**src/shared/rsc_pkg.sv**
```systemverilog
// Constants shared by the reset cause and enable logic
`default_nettype none
package rsc_pkg;

  // Register location on the internal special function register bus
  localparam logic [7:0] RSC_REG_ADDR = 8'hef;
  localparam logic [3:0] RSC_REG_PAGE = 4'h0;

  // Bit positions inside reset_cause_and_enable
  localparam int unsigned RSC_BIT_RTC = 7;
  localparam int unsigned RSC_BIT_FLASH = 6;
  localparam int unsigned RSC_BIT_CMP = 5;
  localparam int unsigned RSC_BIT_SW = 4;
  localparam int unsigned RSC_BIT_WDT = 3;
  localparam int unsigned RSC_BIT_LOSS = 2;
  localparam int unsigned RSC_BIT_POR = 1;
  localparam int unsigned RSC_BIT_PIN = 0;

  // Bits that hold a source enable; the rest are flags only
  localparam logic [7:0] RSC_ENABLE_MASK = 8'ha6;
  // Enables after power-on: only the supply monitor armed
  localparam logic [7:0] RSC_ENABLE_RESET = 8'h02;
  // Cause word after power-on
  localparam logic [7:0] RSC_CAUSE_POR = 8'h02;
  localparam logic [7:0] RSC_BYTE_ZERO = 8'h00;

  // Clock-loss timeout: figure in microseconds, clock in MHz
  localparam int unsigned RSC_LOSS_TIMEOUT_US = 100;
  localparam int unsigned RSC_SYS_CLK_MHZ = 100;
  localparam int unsigned RSC_LOSS_TIMEOUT_CYCLES =
    RSC_LOSS_TIMEOUT_US * RSC_SYS_CLK_MHZ;

  // Cycles the system reset is held after entry; a low pin or supply restarts the count
  localparam int unsigned RSC_RESET_HOLD_CYCLES = 16;
  localparam int unsigned RSC_HOLD_W = 5;

  // Sequencer states
  typedef enum logic [1:0] {
    RSC_RUN  = 2'b01,
    RSC_HOLD = 2'b10
  } rsc_state_e;

endpackage : rsc_pkg
`default_nettype wire
```
**src/rtl/rsc_clock_loss_detector.sv**
```systemverilog
// Watches a copy of the system clock and flags a stall
`timescale 1ns/100ps
`default_nettype none
module rsc_clock_loss_detector #(
  parameter int unsigned TIMEOUT_CYCLES = rsc_pkg::RSC_LOSS_TIMEOUT_CYCLES
) (
  // Clock and reset
  input wire logic sys_clk,
  input wire logic rst,
  // Monitored clock copy, asynchronous to sys_clk
  input wire logic mon_clk_raw,
  // Detector armed
  input wire logic enable,
  // Monitored clock stuck high or low too long
  output logic missing
);

  localparam int unsigned CW = $clog2(TIMEOUT_CYCLES + 1);
  localparam logic [CW-1:0] LIMIT = CW'(TIMEOUT_CYCLES);
  localparam logic [CW-1:0] ONE = CW'(1);

  logic sync1_q, sync1_d;
  logic sync2_q, sync2_d;
  logic last_q, last_d;
  logic [CW-1:0] cnt_q, cnt_d;
  logic missing_q, missing_d;

  // Count cycles since the last level change; a stuck level either way
  // runs the counter out
  always_comb begin
    sync1_d = mon_clk_raw;
    sync2_d = sync1_q;
    last_d = sync2_q;
    cnt_d = cnt_q;
    missing_d = 1'b0;
    if (!enable || (sync2_q != last_q)) begin
      cnt_d = '0;
    end else if (cnt_q != LIMIT) begin
      cnt_d = cnt_q + ONE;
    end
    if (enable && (cnt_q == LIMIT)) begin
      missing_d = 1'b1;
    end
  end

  always_ff @(posedge sys_clk) begin
    if (rst) begin
      sync1_q <= 1'b0;
      sync2_q <= 1'b0;
      last_q <= 1'b0;
      cnt_q <= '0;
      missing_q <= 1'b0;
    end else begin
      sync1_q <= sync1_d;
      sync2_q <= sync2_d;
      last_q <= last_d;
      cnt_q <= cnt_d;
      missing_q <= missing_d;
    end
  end

  assign missing = missing_q;

endmodule : rsc_clock_loss_detector
`default_nettype wire

```
**src/rtl/rsc_reset_source_control.sv**
```systemverilog
// Reset source selection, cause recording and system reset sequencing
// What this block does
// - Real-time clock requests reset on oscillator failure or alarm match.
// - Oscillator-failure event needs detector enabled and clock below about 20 kHz.
// - Alarm event needs alarm enabled and counter equal to alarm registers.
// - Bit 7 write enables or disables real-time clock as reset source.
// - Enabled real-time clock reset still works in Suspend or Sleep.
// - Internal resets never drive the external reset pin.
// - Writing one to bit 4 forces a full system reset at once.
// - After software reset, bit 4 reads one.
// - Register is 8 bits at address 0xEF, page 0x0.
// - Bit 7 reads one when real-time clock caused last reset.
// - Bit 6 read-only, one after flash error reset; writes ignored.
// - Bit 5 enables comparator reset; reads one if comparator caused it.
// - Bit 3 read-only, one after watchdog overflow reset.
// - Bit 2 enables clock-loss detector; reads one after its timeout reset.
// - Bit 1 reads one after power-on or supply reset; writes enable monitor.
// - When bit 1 reads one, other bits are indeterminate.
// - Read-modify-write on the register is safe for the enables.
// - Bit 0 read-only, one after external pin reset.
// - Clock stuck high or low over 100 us causes a reset.
// - Pin flag is set on entering an external pin reset.
`timescale 1ns/100ps
`default_nettype none
module rsc_reset_source_control #(
  parameter int unsigned LOSS_TIMEOUT_CYCLES =
    rsc_pkg::RSC_LOSS_TIMEOUT_CYCLES,
  parameter int unsigned HOLD_CYCLES = rsc_pkg::RSC_RESET_HOLD_CYCLES
) (
  // Clock and power-on reset
  input wire logic sys_clk,
  input wire logic rst,
  // Special function register bus
  input wire logic [3:0] sfr_page,
  input wire logic [7:0] sfr_addr,
  input wire logic sfr_wr,
  input wire logic sfr_rd,
  input wire logic sfr_rmw,
  input wire logic [7:0] sfr_wdata,
  output logic [7:0] sfr_rdata,
  // Real-time clock conditions
  input wire logic rtc_clk_detect_en,
  input wire logic rtc_clk_slow,
  input wire logic rtc_alarm_en,
  input wire logic rtc_alarm_match,
  // Comparator0, output low requests reset
  input wire logic cmp0_out_raw,
  input wire logic cmp0_wake_en,
  // Other on-chip sources
  input wire logic wdt_overflow,
  input wire logic flash_error,
  input wire logic vdd_below_rst,
  input wire logic low_power,
  input wire logic sysclk_mon,
  // External active-low reset pin, asynchronous
  input wire logic ext_rst_n_raw,
  // System reset to the rest of the chip
  output logic sys_reset
);

  localparam logic [rsc_pkg::RSC_HOLD_W-1:0] HOLD_LOAD =
    rsc_pkg::RSC_HOLD_W'(HOLD_CYCLES - 1);
  localparam logic [rsc_pkg::RSC_HOLD_W-1:0] HOLD_ONE =
    rsc_pkg::RSC_HOLD_W'(1);

  // Synchronisers for the pin and the comparator output
  logic pin_s1_q, pin_s1_d, pin_s2_q, pin_s2_d;
  logic cmp_s1_q, cmp_s1_d, cmp_s2_q, cmp_s2_d;

  // Sequencer, enables and cause flags
  rsc_pkg::rsc_state_e state_q, state_d;
  logic [rsc_pkg::RSC_HOLD_W-1:0] hold_q, hold_d;
  logic [7:0] enable_q, enable_d;
  logic [7:0] cause_q, cause_d;
  logic sys_reset_q, sys_reset_d;

  // Read port
  logic [7:0] rdata_q, rdata_d;

  // Decoded bus access and source requests
  logic reg_sel;
  logic reg_wr;
  logic rtc_evt;
  logic loss_armed;
  logic loss_missing;
  logic [7:0] req;
  logic [7:0] pick;

  // Clock-loss watch, idle in low power and while reset is held
  assign loss_armed = enable_q[rsc_pkg::RSC_BIT_LOSS] && !low_power &&
                     (state_q == rsc_pkg::RSC_RUN);

  rsc_clock_loss_detector #(
    .TIMEOUT_CYCLES(LOSS_TIMEOUT_CYCLES)
  ) u_clock_loss_detector (
    .sys_clk(sys_clk),
    .rst(rst),
    .mon_clk_raw(sysclk_mon),
    .enable(loss_armed),
    .missing(loss_missing)
  );

  // Two flops on each asynchronous input before any logic
  always_comb begin
    pin_s1_d = ext_rst_n_raw;
    pin_s2_d = pin_s1_q;
    cmp_s1_d = cmp0_out_raw;
    cmp_s2_d = cmp_s1_q;
  end

  always_ff @(posedge sys_clk) begin
    if (rst) begin
      pin_s1_q <= 1'b1;
      pin_s2_q <= 1'b1;
      cmp_s1_q <= 1'b1;
      cmp_s2_q <= 1'b1;
    end else begin
      pin_s1_q <= pin_s1_d;
      pin_s2_q <= pin_s2_d;
      cmp_s1_q <= cmp_s1_d;
      cmp_s2_q <= cmp_s2_d;
    end
  end

  // Register decode on page and address
  assign reg_sel = (sfr_page == rsc_pkg::RSC_REG_PAGE) &&
                   (sfr_addr == rsc_pkg::RSC_REG_ADDR);
  assign reg_wr = reg_sel && sfr_wr && (state_q == rsc_pkg::RSC_RUN);

  // Real-time clock events, qualified by their own enables
  assign rtc_evt = (rtc_clk_detect_en && rtc_clk_slow) ||
                   (rtc_alarm_en && rtc_alarm_match);

  // Per-source requests laid out like the register bits
  always_comb begin
    req = rsc_pkg::RSC_BYTE_ZERO;
    // No low-power gate here: the clock keeps its reset in sleep
    req[rsc_pkg::RSC_BIT_RTC] = rtc_evt &&
      enable_q[rsc_pkg::RSC_BIT_RTC];
    req[rsc_pkg::RSC_BIT_FLASH] = flash_error;
    // In low power the comparator counts only as a wake source
    req[rsc_pkg::RSC_BIT_CMP] = !cmp_s2_q &&
      enable_q[rsc_pkg::RSC_BIT_CMP] &&
      (!low_power || cmp0_wake_en);
    req[rsc_pkg::RSC_BIT_SW] = reg_wr &&
      sfr_wdata[rsc_pkg::RSC_BIT_SW];
    req[rsc_pkg::RSC_BIT_WDT] = wdt_overflow && !low_power;
    req[rsc_pkg::RSC_BIT_LOSS] = loss_missing;
    req[rsc_pkg::RSC_BIT_POR] = vdd_below_rst &&
      enable_q[rsc_pkg::RSC_BIT_POR];
    req[rsc_pkg::RSC_BIT_PIN] = !pin_s2_q;
  end

  // Fixed priority keeps exactly one cause flag when several fire
  always_comb begin
    pick = rsc_pkg::RSC_BYTE_ZERO;
    if (req[rsc_pkg::RSC_BIT_PIN]) begin
      pick[rsc_pkg::RSC_BIT_PIN] = 1'b1;
    end else if (req[rsc_pkg::RSC_BIT_POR]) begin
      pick[rsc_pkg::RSC_BIT_POR] = 1'b1;
    end else if (req[rsc_pkg::RSC_BIT_LOSS]) begin
      pick[rsc_pkg::RSC_BIT_LOSS] = 1'b1;
    end else if (req[rsc_pkg::RSC_BIT_WDT]) begin
      pick[rsc_pkg::RSC_BIT_WDT] = 1'b1;
    end else if (req[rsc_pkg::RSC_BIT_FLASH]) begin
      pick[rsc_pkg::RSC_BIT_FLASH] = 1'b1;
    end else if (req[rsc_pkg::RSC_BIT_CMP]) begin
      pick[rsc_pkg::RSC_BIT_CMP] = 1'b1;
    end else if (req[rsc_pkg::RSC_BIT_RTC]) begin
      pick[rsc_pkg::RSC_BIT_RTC] = 1'b1;
    end else if (req[rsc_pkg::RSC_BIT_SW]) begin
      pick[rsc_pkg::RSC_BIT_SW] = 1'b1;
    end
  end

  // Sequencer: enter hold on any request, leave once the hold count runs out and pin and supply are released.
  // Only sys_reset is driven; the pin is an input and never driven back.
  always_comb begin
    state_d = state_q;
    hold_d = hold_q;
    enable_d = enable_q;
    cause_d = cause_q;
    unique case (state_q)
      rsc_pkg::RSC_RUN: begin
        if (req != rsc_pkg::RSC_BYTE_ZERO) begin
          state_d = rsc_pkg::RSC_HOLD;
          hold_d = HOLD_LOAD;
          // Only the chosen source's flag survives
          cause_d = pick;
          // Supply reset leaves only the power flag meaningful
          if (pick[rsc_pkg::RSC_BIT_POR]) begin
            cause_d = rsc_pkg::RSC_CAUSE_POR;
          end
          enable_d = rsc_pkg::RSC_ENABLE_RESET;
        end else if (reg_wr) begin
          // Flags are not writable, only enable bits take data
          enable_d = (sfr_wdata & rsc_pkg::RSC_ENABLE_MASK) |
                     (enable_q & ~rsc_pkg::RSC_ENABLE_MASK);
        end
      end
      rsc_pkg::RSC_HOLD: begin
        if (hold_q != '0) begin
          hold_d = hold_q - HOLD_ONE;
        end
        // A still-low pin or supply keeps the chip in reset
        if (req[rsc_pkg::RSC_BIT_PIN] || vdd_below_rst) begin
          hold_d = HOLD_LOAD;
        end else if (hold_q == '0) begin
          state_d = rsc_pkg::RSC_RUN;
        end
      end
      default: begin
        state_d = rsc_pkg::RSC_HOLD;
        hold_d = HOLD_LOAD;
      end
    endcase
    sys_reset_d = (state_d == rsc_pkg::RSC_HOLD);
  end

  always_ff @(posedge sys_clk) begin
    if (rst) begin
      state_q <= rsc_pkg::RSC_RUN;
      hold_q <= '0;
      enable_q <= rsc_pkg::RSC_ENABLE_RESET;
      cause_q <= rsc_pkg::RSC_CAUSE_POR;
      sys_reset_q <= 1'b0;
    end else begin
      state_q <= state_d;
      hold_q <= hold_d;
      enable_q <= enable_d;
      cause_q <= cause_d;
      sys_reset_q <= sys_reset_d;
    end
  end

  // Read port: plain reads show the cause, the read half of a
  // read-modify-write shows the enables so writing back keeps them
  always_comb begin
    rdata_d = rdata_q;
    if (reg_sel && sfr_rd) begin
      if (sfr_rmw) begin
        rdata_d = enable_q & rsc_pkg::RSC_ENABLE_MASK;
      end else begin
        rdata_d = cause_q;
      end
    end
  end

  always_ff @(posedge sys_clk) begin
    if (rst) begin
      rdata_q <= rsc_pkg::RSC_BYTE_ZERO;
    end else begin
      rdata_q <= rdata_d;
    end
  end

  assign sfr_rdata = rdata_q;
  assign sys_reset = sys_reset_q;

endmodule : rsc_reset_source_control
`default_nettype wire

```
**config.mk**
```make
export PLATFORM = sky130hd
export DESIGN_NAME = rsc_reset_source_control
export DESIGN_NICKNAME = d
export VERILOG_FILES = /design/src/shared/rsc_pkg.sv /design/src/rtl/rsc_clock_loss_detector.sv /design/src/rtl/rsc_reset_source_control.sv
export SDC_FILE = /design/constraint.sdc
export NUM_CORES = 1
export LEC_CHECK = 0
export BUFFER_PORTS_ARGS = -buffer_cell sky130_fd_sc_hd__buf_4
export CAP_MARGIN = 15
export CORE_MARGIN = 5
export CORE_UTILIZATION = 49
export DETAILED_ROUTE_END_ITERATION = 10
export PLACE_DENSITY = 0.81
export SYNTH_ARGS = -nofsm -noshare
export SYNTH_HDL_FRONTEND = slang
export SYNTH_SLANG_ARGS = --single-unit
export TNS_END_PERCENT = 1
```
**constraint.sdc**
```tcl
create_clock -name sys_clk -period 1.94 [get_ports sys_clk]
set_input_delay 0.194 -clock sys_clk [delete_from_list [all_inputs] [get_ports sys_clk]]
set_output_delay 0.194 -clock sys_clk [all_outputs]
set_load 0.05 [all_outputs]
```
* Word level (Yosys, flattened, before mapping)
Cells that the tools add are included.
W data, S select, Z words.
** Word-level totals
- Register bits after elaboration :: 54
- Input bits :: 37
- Output and inout bits :: 9
- Word-level logic and storage cells :: 89
** Operators by class
- Add/subtract/negate cells :: 2
- Eq/ne operators :: 9
- Muxes and demuxes :: 30
- Bitwise operators :: 1
- Reduce and logical (&&, ||, !) cells :: 32
** Operator list (count)
- $mux W8 :: 4
- $mux W5 :: 4
- $logic_and A1 B1 Y1 :: 15
- $add A14 B1 Y14 const B :: 1
- $eq A14 B14 Y1 const B :: 1
- $ne A14 B14 Y1 const B :: 1
- $mux W1 :: 13
- $pmux W5 S2 :: 1
- $eq A8 B8 Y1 const B :: 1
- $mux W2 :: 4
- $or A8 B7 Y8 :: 1
- $reduce_bool A8 Y1 :: 1
- $mux W7 :: 1
- $mux W6 :: 1
- $reduce_and A2 Y1 :: 3
- $logic_not A5 Y1 :: 1
- $reduce_bool A5 Y1 :: 1
- $sub A5 B1 Y5 const B :: 1
- $eq A2 B2 Y1 const B :: 2
- $logic_not A1 Y1 :: 4
- $logic_not A4 Y1 :: 1
- $logic_or A1 B1 Y1 :: 4
- $mux W4 :: 1
- $pmux W2 S2 :: 1
- 6 further kinds :: 6

* Longest topological paths before layout
Gate-level depths: netlist of run 1.
- Depth after elaboration :: 14
- Gate-level depth with buffers :: 7

* Cells and area by module
Synthesis of run 1 repeated with hierarchy kept, for this count alone.
** Unflattened totals
- Cell total of the unflattened synthesis :: 263
- Area, all modules :: 2371.0 µm²
** Modules (own cells, without submodules)
- rsc_reset_source_control :: instances 1, cells each 170, area an instance 1520.2 µm², sequential area each 640.6 µm²
- rsc_clock_loss_detector :: instances 1, cells each 93, area an instance 850.8 µm², sequential area each 360.3 µm²

* Worst setup path before layout of run 1
No wires, ideal clock.
- Path kind :: flip-flop to flip-flop
- From :: register pin_s2_q
- To :: register hold_q[1] in the netlist's numbering
- Library setup time :: 123 ps
- Data arrival time :: 2028 ps
- Slack :: -211 ps
- Cell stages (with the launch flop) :: 6
- Clock period less this slack :: 2151 ps
- Path through :: dfxtp_1 -> a21bo_1 -> or4_4 -> or4_4 -> o21ai_2 -> mux2_1
** On the way
- Longest elaborated chain between the ends :: 4
** Ends and longest elaborated chain
- start, declared :: RTL line rsc_reset_source_control.sv:67 : logic pin_s1_q, pin_s1_d, pin_s2_q, pin_s2_d;
- start signal, assigned :: RTL line rsc_reset_source_control.sv:119 : pin_s2_q <= pin_s2_d;
- $logic_not A1 Y1 * :: RTL line rsc_reset_source_control.sv:151 : req[rsc_pkg::RSC_BIT_PIN] = !pin_s2_q;
- $reduce_bool A8 Y1 / $logic_or A1 B1 Y1 (equally long branches) :: RTL line rsc_reset_source_control.sv:185, rsc_reset_source_control.sv:206
- $ne A2 B1 Y1 (no line) (tied with other cells)
- $reduce_and A2 Y1 (no line) / $pmux W5 S2 (equally long branches)
- end signal, assigned :: RTL line rsc_reset_source_control.sv:229 : hold_q <= hold_d;
- end, declared :: RTL line rsc_reset_source_control.sv:72 : logic [rsc_pkg::RSC_HOLD_W-1:0] hold_q, hold_d;
Mark *: on every way between the ends. The rest lies on a longest branch, timed or not.
A chain may end at the register's enable or synchronous reset.

* Final worst setup path of run 1
Ends and elaborated chain as after synthesis.

==> out/metrics.csv, run 1 <==
stage;metric;value;unit
clocking;cts_tree;yes;
placement;dpl.cell_count;364;
hold_path;min_from;ext_rst_n_raw;
floorplanning;num_rows;24;
global_route;grt_first_pass_wirelength;8740;um
final_layout;final_cell_area;2950;um2
timing;finalCriticalPeriod;2.11;ns
job;drv_cap;0;
synthesis;syn_area_per_cell;8.79;um2
worst_setup_path;cp_max_fo;2;
worst_setup_path;rrSetupSlack;-0.17;ns
clocking;numCtsBuffers;5;
placement;place_congestion;0.887;
pwr;cellLeakagePower;0.00118;uW
timing;slew_headroom;71.9;%
clocking;clk_path_buf_depth;2;
final_layout;nNetsFinal;361;
detailed_routing;wl_per_cell;13.7;um
final_layout;area_growth_syn_to_layout;30.4;%
timing;clock_skew;0.00703;ns
floorplanning;die_y;77.9;um
worst_setup_path;worstRegToRegCells;5;
synthesis;synthArstFlopShare;0;%
clocking;path_clk_slew;0.09;ns
worst_setup_path;reg2reg_from;pin_s2_q;
worst_setup_path;cp-end-kind;flip-flop;
placement;hpwl;3830;um
final_layout;diodes;0;
global_route;grt_overflow;0;
floorplanning;fp.dieW;77.9;um
hold_path;hold_class;in2reg;
timing;slew_violations;0;
worst_setup_path;timing.rr.end;hold_q[1];
worst_setup_path;crit_path_start_kind;flip-flop;
clocking;clock_latency;0.30;ns
pwr;ir_worst_vdd;0.000500;V
synthesis;ys_ff_latch;50;
synthesis;ys.flop_type;dfxtp_1;
global_route;grt_pass1_vias;2004;
global_route;grt.total_usage;17.5;%
detailed_routing;drtAntennaViolNets;0;
final_layout;fin_cells;372;
placement;portBuffers;42;
hold_path;whs_endpoint;pin_s1_q;
synthesis;synth-edff-count;0;
timing;finalSetupTns;-0.943;ns
synthesis;ys_seq_area_share;44.3;%
outcome;status;finished with violations;
detailed_routing;wl;5110;um
detailed_routing;via_count;2000;
detailed_routing;via_per_inst;5.38;
synthesis;synth.net_count;299;
timing;fin_ws;-0.174;ns
timing;period_share;109;%
clocking;htree_levels;2;
clocking;ctsHoldBuffers;0;
floorplanning;core-area;4410;um2
final_layout;drive_gt1_share;29.7;%
timing;finalHoldViolCount;0;
detailed_routing;drc;0;
timing;worst_pin_slew;0.422;ns
placement;placed_area;2770;um2
timing;fmax;0.473;GHz
final_layout;final_util;66.7;%
pwr;powerDensity;692;nW/um2
synthesis;syn_inst;257;
timing;rsz0062_at_grt;true;
timing;finalSetupViolations;11;
worst_setup_path;worstPathRequired;2.14;ns
floorplanning;start_util;51.2;%
detailed_routing;drt_pass1_iterations;5;
clocking;clock-sinks;50;
floorplanning;pin_count;46;
clocking;cts_root_buf;clkbuf_8;
synthesis;netlist_area;2260;um2
detailed_routing;drt_iter0_drc;92;
floorplanning;die-area;6070;um2
worst_setup_path;crit_type;reg2reg;
hold_path;hold_depth;2;
worst_setup_path;worstPathArrival;2.32;ns
clocking;postCtsSetupBuffers;0;
global_route;grt_start_max_net_pins;37;
synthesis;synth_cell_types;48;
global_route;antenna_found_initial;0;
outcome;violations;setup timing;
synthesis;yosys_warnings;0;
==> synth_stat cells (all sizes together) (7+ instances only) <==
library cell / count / area (um2)
a21oi: 20 / 100
clkbuf: 8 / 30.0
dfxtp: 50 / 1000
inv: 13 / 48.8
nand2: 14 / 52.6
nand3: 7 / 35.0
nand4: 8 / 50.1
nor2: 34 / 128
nor3b: 9 / 67.6
or2: 7 / 43.8
xnor2: 7 / 61.3
==> critical path: stages (launching register included) <==
cell and delay (ns):
dfxtp_2 0.33, a21bo_1 0.21, or4_4 0.48, or4_4 0.52, o21ai_4 0.17, mux2_4 0.31
==> state kept, by name (all words and copies together), names as in the netlist <==
signal / count
hold_q: 5
pin_s1_q: 1
state_q: 2
u_clock_loss_detector.sync1_q: 1
cmp_s2_q: 1
u_clock_loss_detector.missing: 1
u_clock_loss_detector.cnt_q: 14
sfr_rdata: 8
cmp_s1_q: 1
u_clock_loss_detector.last_d: 1
enable_q: 4
u_clock_loss_detector.last_q: 1
sys_reset: 1
pin_s2_q: 1
cause_q: 8
==> layout by cell type, fill, tap and decap left out, types with 3 or more instances in the layout <==
| cell type | n |
|---|---|
| ha_1 | 5 |
| or2_2 | 7 |
| a21oi_1 | 19 |
| nor3b_1 | 9 |
| nor4_1 | 3 |
| and3_1 | 4 |
| a31o_2 | 3 |
| xnor2_1 | 7 |
| xor2_1 | 5 |
| nor3_1 | 4 |
| o21ai_0 | 4 |
| dfxtp_1 | 49 |
| nand2_1 | 13 |
| inv_1 | 13 |
| nand3_1 | 7 |
| buf_4 | 64 |
| mux2i_1 | 5 |
| nor2_1 | 34 |
| nand4_1 | 8 |
| nor2b_1 | 4 |
| a31oi_1 | 3 |
| nand2b_1 | 3 |
| a221oi_1 | 3 |
| clkbuf_8 | 7 |
==> worst max path at each step <==
stage          startpoint         to  slack (ns)
2_1_floorplan    pin_s2_q  hold_q[1]       -0.21
3_3_place_gp     pin_s2_q  hold_q[1]       -0.15
3_5_place_dp     pin_s2_q  hold_q[1]       -0.19
4_1_cts          pin_s2_q  hold_q[1]       -0.17
5_1_grt          pin_s2_q  hold_q[2]       -0.22
6_report         pin_s2_q  hold_q[1]       -0.17
==> final cells by class <==
class,instances,area (um2)
Multi-Input combinational cell,184,1230
Clock inverter,1,8.76
Tap cell,52,65.1
Inverter,13,48.8
Sequential cell,50,1000
Timing Repair Buffer,65,492
Clock buffer,7,96.3
Fill cell,359,1470
==> power breakdown <==
group / total, uW / leakage, uW / internal [uW] / switching, uW
clock: 673 / 0.0000544 / 327 / 345
sequential: 1070 / 0.000407 / 1060 / 16.7
combinational: 292 / 0.000722 / 149 / 143
==> per-layer routing <==
metal / up-vias / GRT usage [%] / routed length [um]
li1: 1025 / - / -
met1: 911 / 20.1 / 2250
met2: 50 / 30.1 / 2410
met3: 14 / 5.44 / 300
met4: 0 / 6.93 / 155
met5: - / 0 / 0
==> per-stage QoR <==
stage | worst slack, ns | hold WS [ns] | power, uW
2_1_floorplan | -0.211 | 0.298 | 1240
3_3_place_gp | -0.152 | 0.380 | 1360
3_5_place_dp | -0.193 | 0.380 | 1370
4_1_cts | -0.173 | 0.0596 | 2040
5_1_grt | -0.223 | 0.0614 | 2130
6_report | -0.174 | 0.0690 | 2040
==> logic make-up (layout without fill, tap and decap cells) <==
kind of cell               Yosys count  in the layout  share of synthesized area (%)
DFF                                 50             50                           44.3
buffers and inverters               23             86                           3.88
adders and majority gates            5              5                           2.77
muxes                                6              6                           2.71
AOI/OAI and AO/OA                   46             46                           13.6
and+or+nand+nor                    115            115                           28.0
xor gates and xnor gates            12             12                           4.65
==> repair_timing <==
item                       in CTS  in global routing
setup endpoints to repair      13                 19
gates cloned                    0                  0
gates resized for setup         7                  5
(Power assumes the default switching activity.)
==> run 2, diff against run 1 <==
Settings changed: CORE_UTILIZATION 49 to 54, PLACE_DENSITY 0.81 to 0.85.
Clock period 1.94 ns to 2.3 ns, I/O delays scaled along.
==> run 2 against run 1 <==
The flow now finishes without violations. Register-to-register slack gained 0.24 ns. First-iteration DRC count grew 67%. Non-clock buffer count shrank 15. Total power shrank 18%. Sequential cell count is the same. Global-route usage grew 0.57 points. Utilization grew 2.0 points. Count of clock-buffer cells in the layout is the same. Hold slack gained 0.038 ns. Routed wire length shrank 7.1%.
==> out/metrics.csv, run 2 (synthesis results as in run 1) <==
stage;metric;value;unit;change
placement;dpl.cell_count;347;;was 364
detailed_routing;drtAntennaViolNets;0;;unchanged
global_route;antenna_found_initial;0;;unchanged
timing;finalCriticalPeriod;2.23;ns;was 2.11 ns
global_route;grt.total_usage;18.1;%;was 17.5%
timing;worst_pin_slew;0.655;ns;was 0.422 ns
worst_setup_path;cp-end-kind;flip-flop;;unchanged
placement;portBuffers;42;;unchanged
detailed_routing;drt_pass1_iterations;4;;was 5
floorplanning;die-area;5580;um2;was 6070 um2
timing;finalHoldViolCount;0;;unchanged
final_layout;multi_input_area;1180;um2;was 1230 um2
final_layout;fin_cells;355;;was 372
floorplanning;start_util;56.1;%;was 51.2%
final_layout;ff_latch_area;1000;um2;about the same
floorplanning;core-area;4030;um2;was 4410 um2
timing;fin_ws;0.0674;ns;was -0.174 ns
placement;dp_slack;0.0460;ns;was -0.193 ns
floorplanning;fp.dieW;74.7;um;was 77.9 um
global_route;grt_pass1_vias;1919;;was 2004
timing;finalSetupViolations;0;;was 11
worst_setup_path;crit_path_start_kind;flip-flop;;unchanged
placement;hpwl;3560;um;was 3830 um
detailed_routing;via_count;1966;;was 2000
worst_setup_path;slowest_stage;or4_4;;unchanged
floorplanning;pin_count;46;;unchanged
detailed_routing;wl;4750;um;was 5110 um
timing;period_share;97.1;%;was 109%
timing;rsz0062_at_grt;true;;unchanged
timing;slew_violations;0;;unchanged
final_layout;layout_common_cells;dfxtp_1 (50), buf_4 (50), nor2_1 (34);;was buf_4 (64), dfxtp_1 (49), nor2_1 (34)
final_layout;area_growth_syn_to_layout;22.7;%;was 30.4%
clocking;htree_levels;2;;unchanged
timing;clock_skew;0.00525;ns;was 0.00703 ns
clocking;cts_tree;yes;;unchanged
detailed_routing;wl_per_cell;13.4;um;was 13.7 um
final_layout;regMostFlops;u_clock_loss_detector.cnt_q;;unchanged
pwr;ir_worst_vdd;0.000515;V;was 0.000500 V
worst_setup_path;worstPathRequired;2.49;ns;was 2.14 ns
worst_setup_path;path_delay_family;simple AND/OR/NAND/NOR gates;;unchanged
outcome;status;complete, no violations;;was finished with violations
clocking;clk_path_buf_depth;2;;unchanged
floorplanning;die_y;74.7;um;was 77.9 um
clocking;numCtsBuffers;5;;unchanged
clocking;clock-sinks;50;;unchanged
clocking;clock_latency;0.30;ns;about the same
final_layout;drive_gt1_share;23.9;%;was 29.7%
worst_setup_path;crit_chain;a21bo_1, or4_4, or4_4, o21ai_4, mux2_1;;was a21bo_1, or4_4, or4_4, o21ai_4, mux2_4
timing;slew_headroom;55.7;%;was 71.9%
worst_setup_path;max_stage_delay;0.54;ns;was 0.52 ns
floorplanning;num_rows;23;;was 24
clocking;cts_root_buf;clkbuf_8;;unchanged
global_route;grt_start_max_net_pins;37;;unchanged
worst_setup_path;crit_type;reg2reg;;unchanged
final_layout;fill_cells;337;;was 359
worst_setup_path;crit_path_frequent_cell;or4_4;;unchanged
detailed_routing;drt_iter0_drc;154;;was 92
clocking;path_clk_slew;0.09;ns;about the same
final_layout;nNetsFinal;346;;was 361
global_route;grt_first_pass_wirelength;7870;um;was 8740 um
hold_path;hold_class;in2reg;;unchanged
pwr;powerDensity;607;nW/um2;was 692 nW/um2
final_layout;diodes;0;;unchanged
worst_setup_path;worstPathArrival;2.43;ns;was 2.32 ns
job;drv_cap;0;;unchanged
timing;fmax;0.448;GHz;was 0.473 GHz
detailed_routing;drc;0;;unchanged
pwr;cellLeakagePower;0.00109;uW;was 0.00118 uW
worst_setup_path;cp_max_fo;4;;was 2
final_layout;largest_reg_flops;14;;unchanged
placement;place_congestion;0.871;;was 0.887
global_route;grt_overflow;0;;unchanged
detailed_routing;via_per_inst;5.54;;was 5.38
worst_setup_path;critical_path_buf_inv_count;0;;unchanged
-- run 2: timing repair --
item / 4_1_cts / 5_1_grt
hold endpoints to repair: 0 / 0
resized for setup: 0 / 1
buffers inserted: 0 / 0
hold buffers: 0 / 0
endpoints found under the setup margin: 0 / 1
-- run 2: metrics by stage --
stage | instance area [um2] | power [uW] | hold WS, ns | TNS (ns) | utilization (%)
finish | 2770 | 1680 | 0.107 | 0 | 68.8
global route | 2770 | 1760 | 0.0842 | -0.00853 | 68.8
CTS | 2760 | 1700 | 0.0963 | 0 | 68.6
detailed placement | 2660 | 1140 | 0.406 | 0 | 66.0
global placement | 2660 | 1130 | 0.393 | 0 | 66.0
floorplan | 2260 | 1050 | 0.334 | 0 | -
-- run 2: report_power, final --
part	internal [uW]	total, uW	switching (uW)
Clock	276	560	284
Sequential	890	905	14.6
Combinational	104	215	111
Total	1270	1680	410
-- run 2: area by class of cell --
cell class / count / share of cell area [%]
multi-input combinational: 184 / 42.5
sequential: 50 / 36.1
timing repair buffer: 50 / 13.6
clock buffer: 7 / 3.48
tap: 50 / 2.26
inverter: 13 / 1.76
clock inverter: 1 / 0.316
-- run 2: layer usage --
| layer | track usage (%) | routed length (um) | up-vias |
|---|---|---|---|
| li1 | - | - | 1002 |
| met1 | 20.4 | 2020 | 901 |
| met2 | 32.6 | 2320 | 57 |
| met3 | 4.41 | 356 | 6 |
| met4 | 7.31 | 55 | 0 |
| met5 | 0 | 0 | - |
-- run 2: final timing paths --
path | startpoint | end | slack, ns | cells after the start
worst max register to register | pin_s2_q | hold_q[1] | 0.07 | 5
worst max-delay path | pin_s2_q | hold_q[1] | 0.07 | 5
worst min-delay path | cmp0_out_raw | cmp_s1_q | 0.11 | 2
worst min register to register | cmp_s1_q | cmp_s2_q | 0.42 | 1
==> run 3, diff against run 2 <==
Settings changed: MAX_ROUTING_LAYER from default to met4.
==> run 3 against run 2 <==
Utilization unchanged. Critical path depth unchanged. Worst setup slack hardly changed. Clock power increased by 0.7%. Die area unchanged. Final area is the same. Critical path type unchanged.
==> out/metrics.csv, run 3 (synthesis results as in run 1) <==
stage;metric;value;unit;change
final_layout;area_growth_syn_to_layout;22.7;%;unchanged
detailed_routing;wl;4760;um;was 4750 um
worst_setup_path;reg2reg_from;pin_s2_q;;unchanged
timing;finalHoldViolCount;0;;unchanged
timing;finalSetupViolations;0;;unchanged
worst_setup_path;cp_max_fo;4;;unchanged
floorplanning;core-area;4030;um2;unchanged
worst_setup_path;cp-end-kind;flip-flop;;unchanged
worst_setup_path;worstRegToRegCells;5;;unchanged
detailed_routing;drt_iter0_drc;173;;was 154
floorplanning;start_util;56.1;%;unchanged
global_route;antenna_found_initial;0;;unchanged
final_layout;drive_gt1_share;23.9;%;unchanged
timing;finalCriticalPeriod;2.23;ns;about the same
worst_setup_path;path_delay_family;simple AND/OR/NAND/NOR gates;;unchanged
clocking;postCtsSetupBuffers;0;;unchanged
clocking;numCtsBuffers;5;;unchanged
timing;period_share;97.1;%;about the same
floorplanning;pin_count;46;;unchanged
final_layout;largest_reg_flops;14;;unchanged
final_layout;final_util;68.8;%;unchanged
floorplanning;fp.dieW;74.7;um;unchanged
detailed_routing;via_per_inst;5.54;;about the same
detailed_routing;drc;0;;unchanged
hold_path;whs_endpoint;cmp_s1_q;;unchanged
worst_setup_path;critical_path_buf_inv_count;0;;unchanged
worst_setup_path;rrSetupSlack;0.07;ns;about the same
final_layout;regMostFlops;u_clock_loss_detector.cnt_q;;unchanged
worst_setup_path;worstPathRequired;2.50;ns;was 2.49 ns
worst_setup_path;max_stage_delay;0.54;ns;about the same
worst_setup_path;crit_path_frequent_cell;or4_4;;unchanged
placement;dpl.cell_count;347;;unchanged
placement;place_congestion;0.886;;was 0.871
global_route;grt_pass1_vias;1910;;was 1919
floorplanning;num_rows;23;;unchanged
hold_path;min_from;cmp0_out_raw;;unchanged
detailed_routing;drt_pass1_iterations;4;;unchanged
clocking;clock-sinks;50;;unchanged
clocking;cts_root_buf;clkbuf_8;;unchanged
clocking;clk_path_buf_depth;2;;unchanged
outcome;status;complete, no violations;;unchanged
timing;clock_skew;0.00500;ns;was 0.00525 ns
global_route;grt.total_usage;18.6;%;was 18.1%
final_layout;layout_common_cells;dfxtp_1 (50), buf_4 (50), nor2_1 (34);;unchanged
detailed_routing;wl_per_cell;13.4;um;about the same
detailed_routing;via_count;1965;;was 1966
pwr;ir_worst_vdd;0.000515;V;about the same
pwr;cellLeakagePower;0.00109;uW;unchanged
worst_setup_path;timing.rr.end;hold_q[1];;unchanged
hold_path;hold_depth;2;;unchanged
floorplanning;die-area;5580;um2;unchanged
floorplanning;die_y;74.7;um;unchanged
timing;worst_pin_slew;0.655;ns;unchanged
final_layout;fin_cells;355;;unchanged
final_layout;nNetsFinal;346;;unchanged
final_layout;diodes;0;;unchanged
worst_setup_path;slowest_stage;or4_4;;unchanged
timing;slew_violations;0;;unchanged
global_route;grt_start_max_net_pins;37;;unchanged
worst_setup_path;crit_path_start_kind;flip-flop;;unchanged
detailed_routing;drtAntennaViolNets;0;;unchanged
clocking;cts_tree;yes;;unchanged
clocking;path_clk_slew;0.09;ns;about the same
placement;portBuffers;42;;unchanged
final_layout;final_cell_area;2770;um2;unchanged
placement;hpwl;3560;um;unchanged
placement;placed_area;2660;um2;unchanged
clocking;clock_latency;0.31;ns;was 0.30 ns
worst_setup_path;worstPathArrival;2.43;ns;about the same
worst_setup_path;crit_type;reg2reg;;unchanged
timing;rsz0062_at_grt;true;;unchanged
global_route;grt_overflow;0;;unchanged
global_route;grt_first_pass_wirelength;7870;um;unchanged
pwr;powerDensity;608;nW/um2;was 607 nW/um2
job;drv_cap;0;;unchanged
final_layout;fill_cells;337;;unchanged
timing;fmax;0.448;GHz;about the same
timing;slew_headroom;55.7;%;unchanged
hold_path;hold_class;in2reg;;unchanged
timing;finalSetupTns;0;ns;unchanged
clocking;htree_levels;2;;unchanged
worst_setup_path;crit_chain;a21bo_1, or4_4, or4_4, o21ai_4, mux2_1;;unchanged
run 3: cell counts in the layout (fill, tap and decap cells not counted):
Identical to the previous run, type by type.
run 3: worst reg2reg max path: cells and delay by family (launching register included):
family / cells / cell delay [ns]
compound gates: 2 / 0.40
flops: 1 / 0.34
mux: 1 / 0.33
simple gates: 2 / 1.06
run 3: worst max-delay path by stage:
stage,startpoint,depth (start not counted),endpoint,slack [ns]
6_report,pin_s2_q,5,hold_q[1],0.07
5_1_grt,pin_s2_q,5,hold_q[1],-0.008
4_1_cts,pin_s2_q,5,hold_q[1],0.07
3_5_place_dp,vdd_below_rst,6,hold_q[1],0.05
3_3_place_gp,vdd_below_rst,6,hold_q[1],0.1
2_1_floorplan,pin_s2_q,5,hold_q[1],0.15
run 3: layout make-up:
type                    count  area (um2)  share of cell area (%)
flip-flops and latches     50        1000                    36.1
well taps                  50        62.6                    2.26
inverters                  13        48.8                    1.76
multi-input cells         184        1180                    42.5
clock buffers               7        96.3                    3.48
repair buffers             50         375                    13.6
clock inverters             1        8.76                   0.316
run 3: report_power, final:
group	switching, uW	total [uW]	internal (uW)
Clock	288	564	276
Sequential	14.6	905	890
Combinational	111	215	105
Total	413	1680	1270
run 3: repair_timing:
action | in CTS | in global routing
gates resized for setup | 0 | 1
endpoints found under the setup margin | 0 | 1
hold buffers | 0 | 0
hold endpoints to repair | 0 | 0
run 3: metrics by stage:
| step | total power, uW | hold WS [ns] | setup slack (ns) |
|---|---|---|---|
| after floorplan | 1050 | 0.334 | 0.149 |
| after global placement | 1130 | 0.393 | 0.0978 |
| after detailed placement | 1140 | 0.406 | 0.0460 |
| after CTS | 1700 | 0.0963 | 0.0691 |
| after global routing | 1760 | 0.0842 | -0.00849 |
| final | 1680 | 0.102 | 0.0673 |
run 3: metal layers:
layer  track usage, %  share of wire (%)
met1             20.4                 42
met2             32.6                 49
met3             4.41                7.3
met4             7.31                1.5
met5                -                  0
